### config.mk
export PLATFORM = sky130hd
export DESIGN_NAME = afl_rf_id_lock
export DESIGN_NICKNAME = d
export VERILOG_FILES = /design/src/afl_rf_id_lock.v
export VERILOG_INCLUDE_DIRS = /design/src /design/src/src
export SDC_FILE = /design/constraint.sdc
export NUM_CORES = 1
export LEC_CHECK = 0
export BUFFER_PORTS_ARGS = -buffer_cell sky130_fd_sc_hd__buf_2
export CAP_MARGIN = 20
export CORE_MARGIN = 3
export CORE_UTILIZATION = 31
export DETAILED_ROUTE_END_ITERATION = 10
export GPL_ROUTABILITY_DRIVEN = 1
export PLACE_DENSITY = 0.59
export SYNTH_ARGS = -nofsm -noshare
export SYNTH_HDL_FRONTEND = slang
export SYNTH_SLANG_ARGS = --single-unit
### constraint.sdc
create_clock -name core_clk -period 2.4 [get_ports core_clk]
set_clock_uncertainty 0.1 [all_clocks]
set_input_delay 0 -clock core_clk [delete_from_list [all_inputs] [get_ports core_clk]]
set_output_delay 0 -clock core_clk [all_outputs]
set_load 0.05 [all_outputs]
### src/afl_regs.vh
`ifndef AFL_REGS_VH
`define AFL_REGS_VH

// ==========================================
// command and error codes
`define AFL_CMD_WR_AFI 8'h27
`define AFL_CMD_LK_AFI 8'h28
`define AFL_CMD_WR_DSF 8'h29
`define AFL_CMD_LK_DSF 8'h2A
`define AFL_ERR_LOCK_AGAIN 8'h11
`define AFL_ERR_WR_LOCKED 8'h12
`define AFL_ERR_WR_FAIL 8'h13
`define AFL_ERR_LK_FAIL 8'h14
`define AFL_RSP_OK 8'h00
`define AFL_RSP_ERR 8'h01
`define AFL_FLAG_ADDR 5

// ==========================================
// crc16 and frame lengths in bits
`define AFL_CRC_POLY 16'h8408
`define AFL_CRC_INIT 16'hFFFF
`define AFL_CRC_GOOD 16'hF0B8
`define AFL_LEN_BASE 8'h20
`define AFL_LEN_UID 8'h40
`define AFL_LEN_VAL 8'h08

// ==========================================
// timing
`define AFL_CLK_NS 20
`define AFL_NOMINAL_RESPONSE_DELAY_NS 320900
`define AFL_SLOT_NS 302000
`define AFL_SLOTS 18
`define AFL_PROG_CYC ((`AFL_NOMINAL_RESPONSE_DELAY_NS + `AFL_SLOTS * `AFL_SLOT_NS + `AFL_CLK_NS - 1) / `AFL_CLK_NS)
`define AFL_RESP_BIT_CYC 8

// ==========================================
// register offsets, fields, reset values
`define AFL_REG_CTRL 8'h00
`define AFL_REG_STATUS 8'h04
`define AFL_REG_IRQ_STAT 8'h08
`define AFL_REG_IRQ_EN 8'h0C
`define AFL_REG_IRQ_CLR 8'h10
`define AFL_CTRL_BUSY_MODE 0
`define AFL_CTRL_RST 1'b1
`define AFL_IRQ_DONE 0
`define AFL_IRQ_ERR 1
`define AFL_IRQ_DROP 2
`define AFL_IRQ_EN_RST 3'h0
`define AFL_ID_RST 8'h00

`endif

### src/afl_rf_id_lock.v
`timescale 1ns/1ps
`include "afl_regs.vh"

module afl_rf_id_lock #(
  parameter [19:0] PROG_CYC = `AFL_PROG_CYC,
  parameter [7:0] RESP_BIT_CYC = `AFL_RESP_BIT_CYC
) (
  // clock, reset, enable
  input wire core_clk,
  input wire arst_n,
  input wire clk_en,
  // register port
  input wire [7:0] reg_addr,
  input wire [31:0] reg_wdata,
  input wire reg_wr,
  input wire reg_rd,
  output reg [31:0] reg_rdata,
  // demodulated request link
  input wire rf_clk,
  input wire rf_data,
  input wire rf_frame,
  // reply link
  output reg resp_frame,
  output reg resp_bit,
  // nonvolatile program result
  input wire nv_fail,
  // activity pin, open drain
  output reg rf_activity_pin_out,
  output reg rf_activity_pin_oe,
  // interrupt
  output reg irq
);

  // ==========================================
  // states
  localparam [3:0] ST_IDLE = 4'b0001;
  localparam [3:0] ST_RECV = 4'b0010;
  localparam [3:0] ST_PROG = 4'b0100;
  localparam [3:0] ST_RESP = 4'b1000;

  // ==========================================
  // crc over one byte, lsb first
  function [15:0] crc_byte;
    input [15:0] c;
    input [7:0] d;
    integer i;
    reg [15:0] t;
    begin
      t = c;
      for (i = 0; i < 8; i = i + 1) begin
        if (t[0] ^ d[i])
          t = {1'b0, t[15:1]} ^ `AFL_CRC_POLY;
        else
          t = {1'b0, t[15:1]};
      end
      crc_byte = t;
    end
  endfunction

  // ==========================================
  // storage and control
  reg [3:0] state;
  reg [2:0] clk_s;
  reg [1:0] dat_s;
  reg [2:0] frm_s;
  reg [7:0] bit_cnt;
  reg [15:0] rx_crc;
  reg [23:0] rx_sr;
  reg [7:0] hdr_flags;
  reg [7:0] hdr_cmd;
  reg [7:0] app_family_id;
  reg [7:0] data_storage_format_id;
  reg afi_locked;
  reg dsf_locked;
  reg op_lock;
  reg op_dsf;
  reg op_nv;
  reg [7:0] op_val;
  reg [7:0] op_err;
  reg [19:0] prog_cnt;
  reg [31:0] tx_sr;
  reg [5:0] tx_left;
  reg [7:0] tx_cnt;
  reg ctrl_busy_mode;
  reg [2:0] irq_stat;
  reg [2:0] irq_en;
  reg [2:0] ev;

  // ==========================================
  // input synchronisers and edges
  wire rf_clk_rise = clk_s[1] & ~clk_s[2];
  wire frm_rise = frm_s[1] & ~frm_s[2];
  wire frm_fall = ~frm_s[1] & frm_s[2];
  wire rx_bit = dat_s[1];

  always @(posedge core_clk or negedge arst_n) begin
    if (!arst_n) begin
      clk_s <= 3'h0;
      dat_s <= 2'h0;
      frm_s <= 3'h0;
    end else if (clk_en) begin
      clk_s <= {clk_s[1:0], rf_clk};
      dat_s <= {dat_s[0], rf_data};
      frm_s <= {frm_s[1:0], rf_frame};
    end
  end

  // ==========================================
  // request decode
  wire is_wr_afi = (hdr_cmd == `AFL_CMD_WR_AFI);
  wire is_lk_afi = (hdr_cmd == `AFL_CMD_LK_AFI);
  wire is_wr_dsf = (hdr_cmd == `AFL_CMD_WR_DSF);
  wire is_lk_dsf = (hdr_cmd == `AFL_CMD_LK_DSF);
  wire is_write = is_wr_afi | is_wr_dsf;
  wire is_ours = is_write | is_lk_afi | is_lk_dsf;
  // option flag is not part of the check
  wire [7:0] exp_len = `AFL_LEN_BASE
    + (hdr_flags[`AFL_FLAG_ADDR] ? `AFL_LEN_UID : 8'h00)
    + (is_write ? `AFL_LEN_VAL : 8'h00);
  wire crc_ok = (rx_crc == `AFL_CRC_GOOD);
  wire len_ok = (bit_cnt == exp_len);
  wire tgt_dsf = is_wr_dsf | is_lk_dsf;
  wire tgt_locked = tgt_dsf ? dsf_locked : afi_locked;

  // ==========================================
  // error code chosen at end of request
  reg [7:0] next_err;
  always @* begin
    next_err = 8'h00;
    if (tgt_locked) begin
      if (is_write)
        next_err = `AFL_ERR_WR_LOCKED;
      else
        next_err = `AFL_ERR_LOCK_AGAIN;
    end
  end

  // ==========================================
  // final error code after the program cycle
  reg [7:0] fin_err;
  always @* begin
    fin_err = op_err;
    if (op_nv && nv_fail) begin
      if (op_lock)
        fin_err = `AFL_ERR_LK_FAIL;
      else
        fin_err = `AFL_ERR_WR_FAIL;
    end
  end

  // ==========================================
  // reply frame
  wire [15:0] crc_ok_rsp = crc_byte(`AFL_CRC_INIT, `AFL_RSP_OK);
  wire [15:0] crc_err_1 = crc_byte(`AFL_CRC_INIT, `AFL_RSP_ERR);
  wire [15:0] crc_err_rsp = crc_byte(crc_err_1, fin_err);

  // ==========================================
  // main sequencer
  always @(posedge core_clk or negedge arst_n) begin
    if (!arst_n) begin
      state <= ST_IDLE;
      bit_cnt <= 8'h00;
      rx_crc <= `AFL_CRC_INIT;
      rx_sr <= 24'h0;
      hdr_flags <= 8'h00;
      hdr_cmd <= 8'h00;
      app_family_id <= `AFL_ID_RST;
      data_storage_format_id <= `AFL_ID_RST;
      afi_locked <= 1'b0;
      dsf_locked <= 1'b0;
      op_lock <= 1'b0;
      op_dsf <= 1'b0;
      op_nv <= 1'b0;
      op_val <= 8'h00;
      op_err <= 8'h00;
      prog_cnt <= 20'h0;
      tx_sr <= 32'h0;
      tx_left <= 6'h0;
      tx_cnt <= 8'h00;
      resp_frame <= 1'b0;
      resp_bit <= 1'b0;
      ev <= 3'h0;
    end else if (clk_en) begin
      ev <= 3'h0;
      case (state)
        ST_IDLE: begin
          if (frm_rise) begin
            state <= ST_RECV;
            bit_cnt <= 8'h00;
            rx_crc <= `AFL_CRC_INIT;
          end
        end
        ST_RECV: begin
          if (bit_cnt == 8'h10) begin
            hdr_flags <= rx_sr[15:8];
            hdr_cmd <= rx_sr[23:16];
          end
          if (frm_fall) begin
            if (!crc_ok) begin
              state <= ST_IDLE;
              ev[`AFL_IRQ_DROP] <= 1'b1;
            end else if (is_ours && len_ok) begin
              state <= ST_PROG;
              prog_cnt <= PROG_CYC - 20'h1;
              op_lock <= ~is_write;
              op_dsf <= tgt_dsf;
              op_val <= rx_sr[7:0];
              op_err <= next_err;
              op_nv <= (next_err == 8'h00);
            end else begin
              state <= ST_IDLE;
            end
          end else if (rf_clk_rise && frm_s[1]) begin
            rx_sr <= {rx_bit, rx_sr[23:1]};
            if (bit_cnt != 8'hFF)
              bit_cnt <= bit_cnt + 8'h01;
            if (rx_crc[0] ^ rx_bit)
              rx_crc <= {1'b0, rx_crc[15:1]} ^ `AFL_CRC_POLY;
            else
              rx_crc <= {1'b0, rx_crc[15:1]};
          end
        end
        ST_PROG: begin
          if (prog_cnt != 20'h0) begin
            prog_cnt <= prog_cnt - 20'h1;
          end else begin
            if (op_nv && !nv_fail) begin
              if (!op_lock && !op_dsf)
                app_family_id <= op_val;
              if (op_lock && !op_dsf)
                afi_locked <= 1'b1;
              if (!op_lock && op_dsf)
                data_storage_format_id <= op_val;
              if (op_lock && op_dsf)
                dsf_locked <= 1'b1;
            end
            op_err <= fin_err;
            if (fin_err == 8'h00) begin
              tx_sr <= {8'h00, ~crc_ok_rsp, `AFL_RSP_OK};
              tx_left <= 6'd24;
            end else begin
              tx_sr <= {~crc_err_rsp, fin_err, `AFL_RSP_ERR};
              tx_left <= 6'd32;
            end
            tx_cnt <= 8'h00;
            state <= ST_RESP;
          end
        end
        ST_RESP: begin
          if (tx_cnt == 8'h00) begin
            if (tx_left == 6'h0) begin
              resp_frame <= 1'b0;
              resp_bit <= 1'b0;
              state <= ST_IDLE;
              if (op_err == 8'h00)
                ev[`AFL_IRQ_DONE] <= 1'b1;
              else
                ev[`AFL_IRQ_ERR] <= 1'b1;
            end else begin
              resp_frame <= 1'b1;
              resp_bit <= tx_sr[0];
              tx_sr <= {1'b0, tx_sr[31:1]};
              tx_left <= tx_left - 6'h1;
              tx_cnt <= RESP_BIT_CYC - 8'h01;
            end
          end else begin
            tx_cnt <= tx_cnt - 8'h01;
          end
        end
        default: begin
          state <= ST_IDLE;
        end
      endcase
    end
  end

  // ==========================================
  // activity pin
  always @(posedge core_clk or negedge arst_n) begin
    if (!arst_n) begin
      rf_activity_pin_out <= 1'b0;
      rf_activity_pin_oe <= 1'b0;
    end else if (clk_en) begin
      rf_activity_pin_out <= 1'b0;
      if (ctrl_busy_mode)
        rf_activity_pin_oe <= (state != ST_IDLE);
      else
        rf_activity_pin_oe <= (state == ST_PROG) && op_nv;
    end
  end

  // ==========================================
  // registers and interrupt
  wire reg_wr_ctrl = reg_wr && (reg_addr == `AFL_REG_CTRL);
  wire reg_wr_en = reg_wr && (reg_addr == `AFL_REG_IRQ_EN);
  wire reg_wr_clr = reg_wr && (reg_addr == `AFL_REG_IRQ_CLR);
  wire [2:0] clr_mask = reg_wr_clr ? reg_wdata[2:0] : 3'h0;

  reg [31:0] next_rdata;
  always @* begin
    next_rdata = 32'h0;
    case (reg_addr)
      `AFL_REG_CTRL: next_rdata[`AFL_CTRL_BUSY_MODE] = ctrl_busy_mode;
      `AFL_REG_STATUS: next_rdata = {8'h00, state, 2'b00, dsf_locked, afi_locked,
        data_storage_format_id, app_family_id};
      `AFL_REG_IRQ_STAT: next_rdata[2:0] = irq_stat;
      `AFL_REG_IRQ_EN: next_rdata[2:0] = irq_en;
      default: next_rdata = 32'h0;
    endcase
  end

  always @(posedge core_clk or negedge arst_n) begin
    if (!arst_n) begin
      reg_rdata <= 32'h0;
      ctrl_busy_mode <= `AFL_CTRL_RST;
      irq_en <= `AFL_IRQ_EN_RST;
      irq_stat <= 3'h0;
      irq <= 1'b0;
    end else if (clk_en) begin
      reg_rdata <= reg_rd ? next_rdata : 32'h0;
      if (reg_wr_ctrl)
        ctrl_busy_mode <= reg_wdata[`AFL_CTRL_BUSY_MODE];
      if (reg_wr_en)
        irq_en <= reg_wdata[2:0];
      irq_stat <= (irq_stat & ~clr_mask) | ev;
      irq <= |(irq_stat & irq_en);
    end
  end

endmodule // afl_rf_id_lock

=== Word-level counts from Yosys, hierarchy flattened ===
Cells that the tools add are included.

* Register bits after elaboration: 223
* Output and inout port bits: 37

* Add/sub/neg operators: 6
* Equality and inequality tests: 30
* Muxes and demuxes: 73
* Bitwise gates (word level): 34
* Reductions and logical operators: 43

{| class="wikitable"
|+ Operator list
! cell !! count
|-
| 16-bit 2-to-1 mux || 12
|-
| 32-bit 2-to-1 mux || 5
|-
| 8-bit 2-to-1 mux || 13
|-
| 20-bit 2-to-1 mux || 4
|-
| 32-bit one-hot mux with 2 select lines || 1
|-
| 8-bit one-hot mux with 2 select lines || 3
|-
| 8-bit zero test || 5
|-
| 20-bit one-hot mux with 2 select lines || 1
|-
| 5-bit AND reduction || 7
|-
| 8-bit by 6-bit equality test with 1-bit output (second input constant) || 4
|-
| 16-bit one-hot mux with 2 select lines || 1
|-
| 4-bit 2-to-1 mux || 6
|-
| 6-bit 2-to-1 mux || 4
|-
| 2-bit != test (second input constant) || 12
|-
| 2-bit NOT with 3-bit output || 8
|-
| 6-bit AND reduction || 4
|-
| 21-bit 2-to-1 mux || 1
|-
| 20-bit nonzero test || 1
|-
| 20-bit by 1-bit subtractor with 20-bit output (second input constant) || 1
|-
| 16-bit equality test (second input constant) || 1
|-
| 8-bit by 4-bit equality test with 1-bit output (second input constant) || 2
|-
| 8-bit by 5-bit equality test with 1-bit output (second input constant) || 2
|-
| 16-bit NOT || 1
|-
| 4-bit one-hot mux with 4 select lines || 1
|-
| 36 further kinds || 86
|}

=== Depth between registers and ports, before layout ===
* Depth after elaboration: 21
* Gate-level depth with buffers: 8
* Mapped depth without buffers: 7

=== Worst setup path before layout ===
Ideal clock, no wire load.

* Path kind: register to register
* Start point: register bit_cnt[0]
* End point: register prog_cnt[9]
* Arrival time: 2.316 ns
* Data required time: 2.176 ns
* Path slack: -0.140 ns
* Cell stages (with the launch flop): 9
* Period minus slack after synthesis: 2.540 ns
* Path through: dfrtp_1 > inv_1 > ha_1 > or3b_2 > nor4_2 > o211ai_1 > a211o_1 > buf_6 > a211o_1

* Cells in the longest elaborated chain, start to end: 4

{| class="wikitable"
|+ Ends and longest elaborated chain
! what !! line !! RTL
|-
| from (decl) || afl_rf_id_lock.v:66 || <nowiki>reg [7:0] bit_cnt;</nowiki>
|-
| from (signal assigned) || afl_rf_id_lock.v:216 || <nowiki>bit_cnt <= bit_cnt + 8'h01;</nowiki>
|-
| 8-bit equality test || afl_rf_id_lock.v:121 || <nowiki>wire len_ok = (bit_cnt == exp_len);</nowiki>
|-
| 1-bit logical AND || afl_rf_id_lock.v:202 || <nowiki>end else if (is_ours && len_ok) begin</nowiki>
|-
| 2-bit != test (no line) || -- ||
|-
| 6-bit AND reduction (no line) || -- ||
|-
| to (signal assigned) || afl_rf_id_lock.v:204 || <nowiki>prog_cnt <= PROG_CYC - 20'h1;</nowiki>
|-
| to (signal assigned) || afl_rf_id_lock.v:225 || <nowiki>prog_cnt <= prog_cnt - 20'h1;</nowiki>
|-
| to (decl) || afl_rf_id_lock.v:80 || <nowiki>reg [19:0] prog_cnt;</nowiki>
|}

Every way passes these cells.
A chain may end at the register's enable or synchronous reset.

=== Worst setup path after layout ===
* Start point: register rx_crc[15]
* End point: register prog_cnt[11]

* Cells in the longest elaborated chain, start to end: 3

{| class="wikitable"
|+ Ends and longest elaborated chain
! what !! line !! RTL
|-
| from (decl) || afl_rf_id_lock.v:67 || <nowiki>reg [15:0] rx_crc;</nowiki>
|-
| from (signal assigned) || afl_rf_id_lock.v:163 || <nowiki>rx_crc <= `AFL_CRC_INIT;</nowiki>
|-
| from (signal assigned) || afl_rf_id_lock.v:190 || <nowiki>rx_crc <= `AFL_CRC_INIT;</nowiki>
|-
| from (signal assigned) || afl_rf_id_lock.v:218 || <nowiki>rx_crc <= {1'b0, rx_crc[15:1]} ^ `AFL_CRC_POLY;</nowiki>
|-
| 16-bit equality test (no line) || -- ||
|-
| 2-bit != test (no line) || -- ||
|-
| 6-bit AND reduction (no line) || -- ||
|}

Every way passes these cells.

==> results by group <==
Global routing
  • Total grt overflow: 0
  • First-pass GRT wire length: 38800 um
  • GR Util All Layers: 13.7%
  • Initial antenna violation count: 0
  • Vias in the first global route: 7437
  • Pin count of the biggest net entering global routing: 63

Setup path
  • Crit end category: register
  • Reg2Reg Depth: 7
  • CP Launch Point: rx_crc[15]$_DFFE_PN1P_
  • Worst r2r src: rx_crc[15]$_DFFE_PN1P_
  • Worst-path cell chain: or4b_4 > nor4_4 > o211ai_1 > buf_4 > a211o_2 > buf_6 > o22a_1
  • Type of the worst setup path: reg2reg
  • Crit path DAT: 2.82 ns
  • Worst Setup EP: prog_cnt[11]$_DFFE_PN0P_
  • R2R Setup Slk: -0.12 ns
  • Setup crit start kind: register
  • CP required: 2.71 ns
  • CP Max Fanout: 6
  • Crit-path slowest cell: dfstp_2
  • Worst r2r dst: prog_cnt[11]$_DFFE_PN0P_
  • Largest stage delay on the critical path: 0.52 ns

Placement
  • Placement Setup Slack: -0.214 ns
  • DP Wirelength: 15400 um
  • Port bufs: 45
  • Post-Place Cells: 1383
  • DP Area: 11200 um^2
  • GPL Wtd Cong: 0.804

Timing
  • Final min period: 2.52 ns
  • Final setup fails: 31
  • Final hold vios: 0
  • Final period util: 105%
  • Max_slew headroom: 57.2%
  • Max Fclk: 0.398 GHz
  • Setup TNS: -2.45 ns
  • Unrepaired setup endpoints after global routing: true
  • Fin worst setup slack: -0.116 ns
  • Final Slew Violations: 0
  • Least-Margin Pin Slew: 0.636 ns
  • Final hold slack: 0.00417 ns

Clocking
  • Sink Count: 208
  • Total CTS buffers: 25
  • Bufs on Longest Clock Path: 3
  • Worst skew pair latency: 0.54 ns
  • Worst-path clk slew: 0.06 ns
  • CTS tree: yes
  • H-tree Lvls: 1
  • Root buf cell: clkbuf_16

Job
  • Total of max-cap violations: 0

Route
  • Vias: 7481
  • DR WL/cell: 15.8 um
  • Total wire length: 23200 um
  • Detailed-route DRC error count: 0
  • Post-route ant nets: 0
  • Vias per cell: 5.10
  • Starting DRT DRC Count: 398
  • Detailed Routing Iterations Pass 1: 5

Floorplanning
  • # IOs: 86
  • Core ar.: 31000 um^2
  • Die extent in x: 185 um
  • Die ar.: 34100 um^2
  • DIE HEIGHT: 185 um
  • Initial Util: 31.9%
  • Rows: 64

Final layout
  • Fin nets: 1108
  • Ant diodes: 0
  • Fin util: 40.7%
  • Layout cell share with drive strength beyond 1: 32.4%
  • Finished Layout Cells: 1466
  • Final design instance area without fill: 12600 um^2
  • Layout area overhead: 27.6%

Logic synthesis
  • Cell variety after synth: 81
  • Synthesized area: 9890 um^2
  • Post-Synth Simple-Gate Area: 14.4%
  • Mux cell area share after synthesis: 11.9%
  • Post-Synth XOR/XNOR Area: 1.42%
  • Number of synthesized flops with an enable pin: 0
  • Synth Area in Compound Gates: 14.7%
  • Top FF cell, synth: dfrtp_1
  • #FFs+latches synth: 208
  • Synth Warn #: 0
  • Register area share after synthesis: 52.9%
  • Synth Instances: 891
  • Synth Area in Adders: 1.01%
  • Largest family of logic cells by synthesized area: compound AO/OA/AOI/OAI gates
  • Fraction of registers with async set/reset: 100%
  • Post-synthesis area per instance: 11.1 um^2

Pwr
  • Max VDD drop: 0.000460 V
  • NetSw: 2.57 mW
  • Int Pwr: 6.93 mW
  • Total power draw: 9.49 mW
  • Combinational fraction of design power: 16.4%
  • Power density over cell area: 753 nW/um^2
  • Clock power frac: 42.4%
  • Switch share: 27.1%
  • Sequential Power Share: 41.2%
  • Leakage: 5.82 nW

Run status
  • Violated checks: negative setup slack
  • Status: finished with violations

Hold path
  • Worst min path class: in2reg
-- worst min-delay path by stage --
stage,start,endpoint,slack (ns),cells past startpoint
after global routing,arst_n,rx_crc[7]$_DFFE_PN1P_,0.06,2
final,reg_wr,irq_stat[0]$_DFFE_PN0P_,0.004,6
after global placement,arst_n,prog_cnt[7]$_DFFE_PN0P_,-0.14,1
after detailed placement,arst_n,prog_cnt[6]$_DFFE_PN0P_,-0.14,1
after CTS,arst_n,rx_crc[5]$_DFFE_PN1P_,0.04,2
after floorplan,arst_n,afi_locked$_DFFE_PN0P_,-0.40,0
-- Yosys cell counts (all sizes together), types with 3 or more instances --
cell type | n | area [um^2]
a2111oi | 4 | 35.0
a211o | 5 | 43.8
a211oi | 4 | 42.5
a21o | 10 | 76.3
a21oi | 36 | 180
a22o | 23 | 201
a22oi | 3 | 22.5
a31oi | 17 | 106
and2 | 9 | 56.3
and3 | 5 | 31.3
buf | 24 | 160
clkbuf | 39 | 146
dfrtp | 190 | 4750
dfstp | 18 | 473
ha | 8 | 100
inv | 16 | 60.1
mux2 | 93 | 1050
mux2i | 10 | 100
nand2 | 54 | 203
nand2b | 7 | 43.8
nand3 | 16 | 80.1
nand4 | 8 | 56.3
nand4b | 4 | 35.0
nor2 | 79 | 299
nor2b | 3 | 18.8
nor3 | 23 | 115
nor4 | 14 | 136
nor4b | 5 | 65.1
o211ai | 4 | 30.0
o21a | 3 | 22.5
o21ai | 57 | 285
o21bai | 3 | 22.5
o22a | 5 | 43.8
o22ai | 3 | 18.8
o2bb2ai | 6 | 52.6
o31ai | 18 | 135
or3 | 7 | 43.8
or4 | 6 | 45.0
or4b | 8 | 91.3
xnor2 | 11 | 96.3
xor2 | 5 | 43.8
-- worst max-delay path: cells and delay by family (launching register included) --
| kind | cells | cell delay [ns] |
|---|---|---|
| AND/OR/NAND/NOR | 2 | 0.74 |
| flip-flops | 1 | 0.52 |
| AO/OA/AOI/OAI | 3 | 0.69 |
| buffers and inverters | 2 | 0.34 |
-- power by group through the flow --
stage	registers [mW]	clock network, mW	logic [mW]
6_report	3.91	4.03	1.56
5_1_grt	3.95	4.29	1.72
4_1_cts	3.91	4.13	1.49
3_5_place_dp	3.97	0	1.43
3_3_place_gp	3.96	0	1.41
2_1_floorplan	3.94	0	0.824
-- cell usage in the layout (no fill, tap or decap), types with 16 or more instances in the layout --
cell / count
dfrtp_1: 190
dfstp_2: 18
a31oi_1: 17
nor3_1: 22
nand2_1: 54
a21oi_1: 35
clkbuf_16: 25
a22o_1: 23
buf_2: 45
buf_4: 97
inv_1: 16
nand3_1: 16
dlygate4sd3_1: 26
nor2_1: 76
mux2_2: 89
o21ai_0: 53
-- flip-flops by register name, summed over array words and instances, names as in the netlist, 4 cells and up --
register / flops
app_family_id: 8
bit_cnt: 8
data_storage_format_id: 8
hdr_cmd: 8
op_err: 8
op_val: 8
prog_cnt: 20
reg_rdata: 22
rx_crc: 16
rx_sr: 24
state: 4
tx_cnt: 8
tx_left: 6
tx_sr: 32
-- timing repair --
action                                  4_1_cts  5_1_grt
endpoints found under the setup margin       35      103
pin swaps                                    12       13
gates cloned                                  0        1
hold endpoints to repair                    240        0
hold buffers                                 27        0
gates resized for setup                      11       31
setup buffers                                 2        7
-- cell type report --
type	instances	area, um^2
flip-flops and latches	208	5230
well taps	396	495
fillers	2943	18400
clock buffers	36	717
repair buffers	186	1470
inverters	16	60.1
clock inverters	10	174
multi-input cells	614	4470
-- cell families after synthesis --
kind of cell / count (synthesis)
simple gates: 259
compound gates: 216
buf+inv: 79
fa+ha+maj: 8
mux: 104
other cells: 1
xor+xnor: 16
flops: 208
-- per-layer routing --
metal  track usage (%)  vias up  part of all wire [%]
li1                  -     3574                     -
met1              19.0     3712                    47
met2              22.3      150                    47
met3              2.03       45                   3.9
met4              3.84        0                   2.1
met5                 0        -                     0
Power figures use the tool's default switching activity.
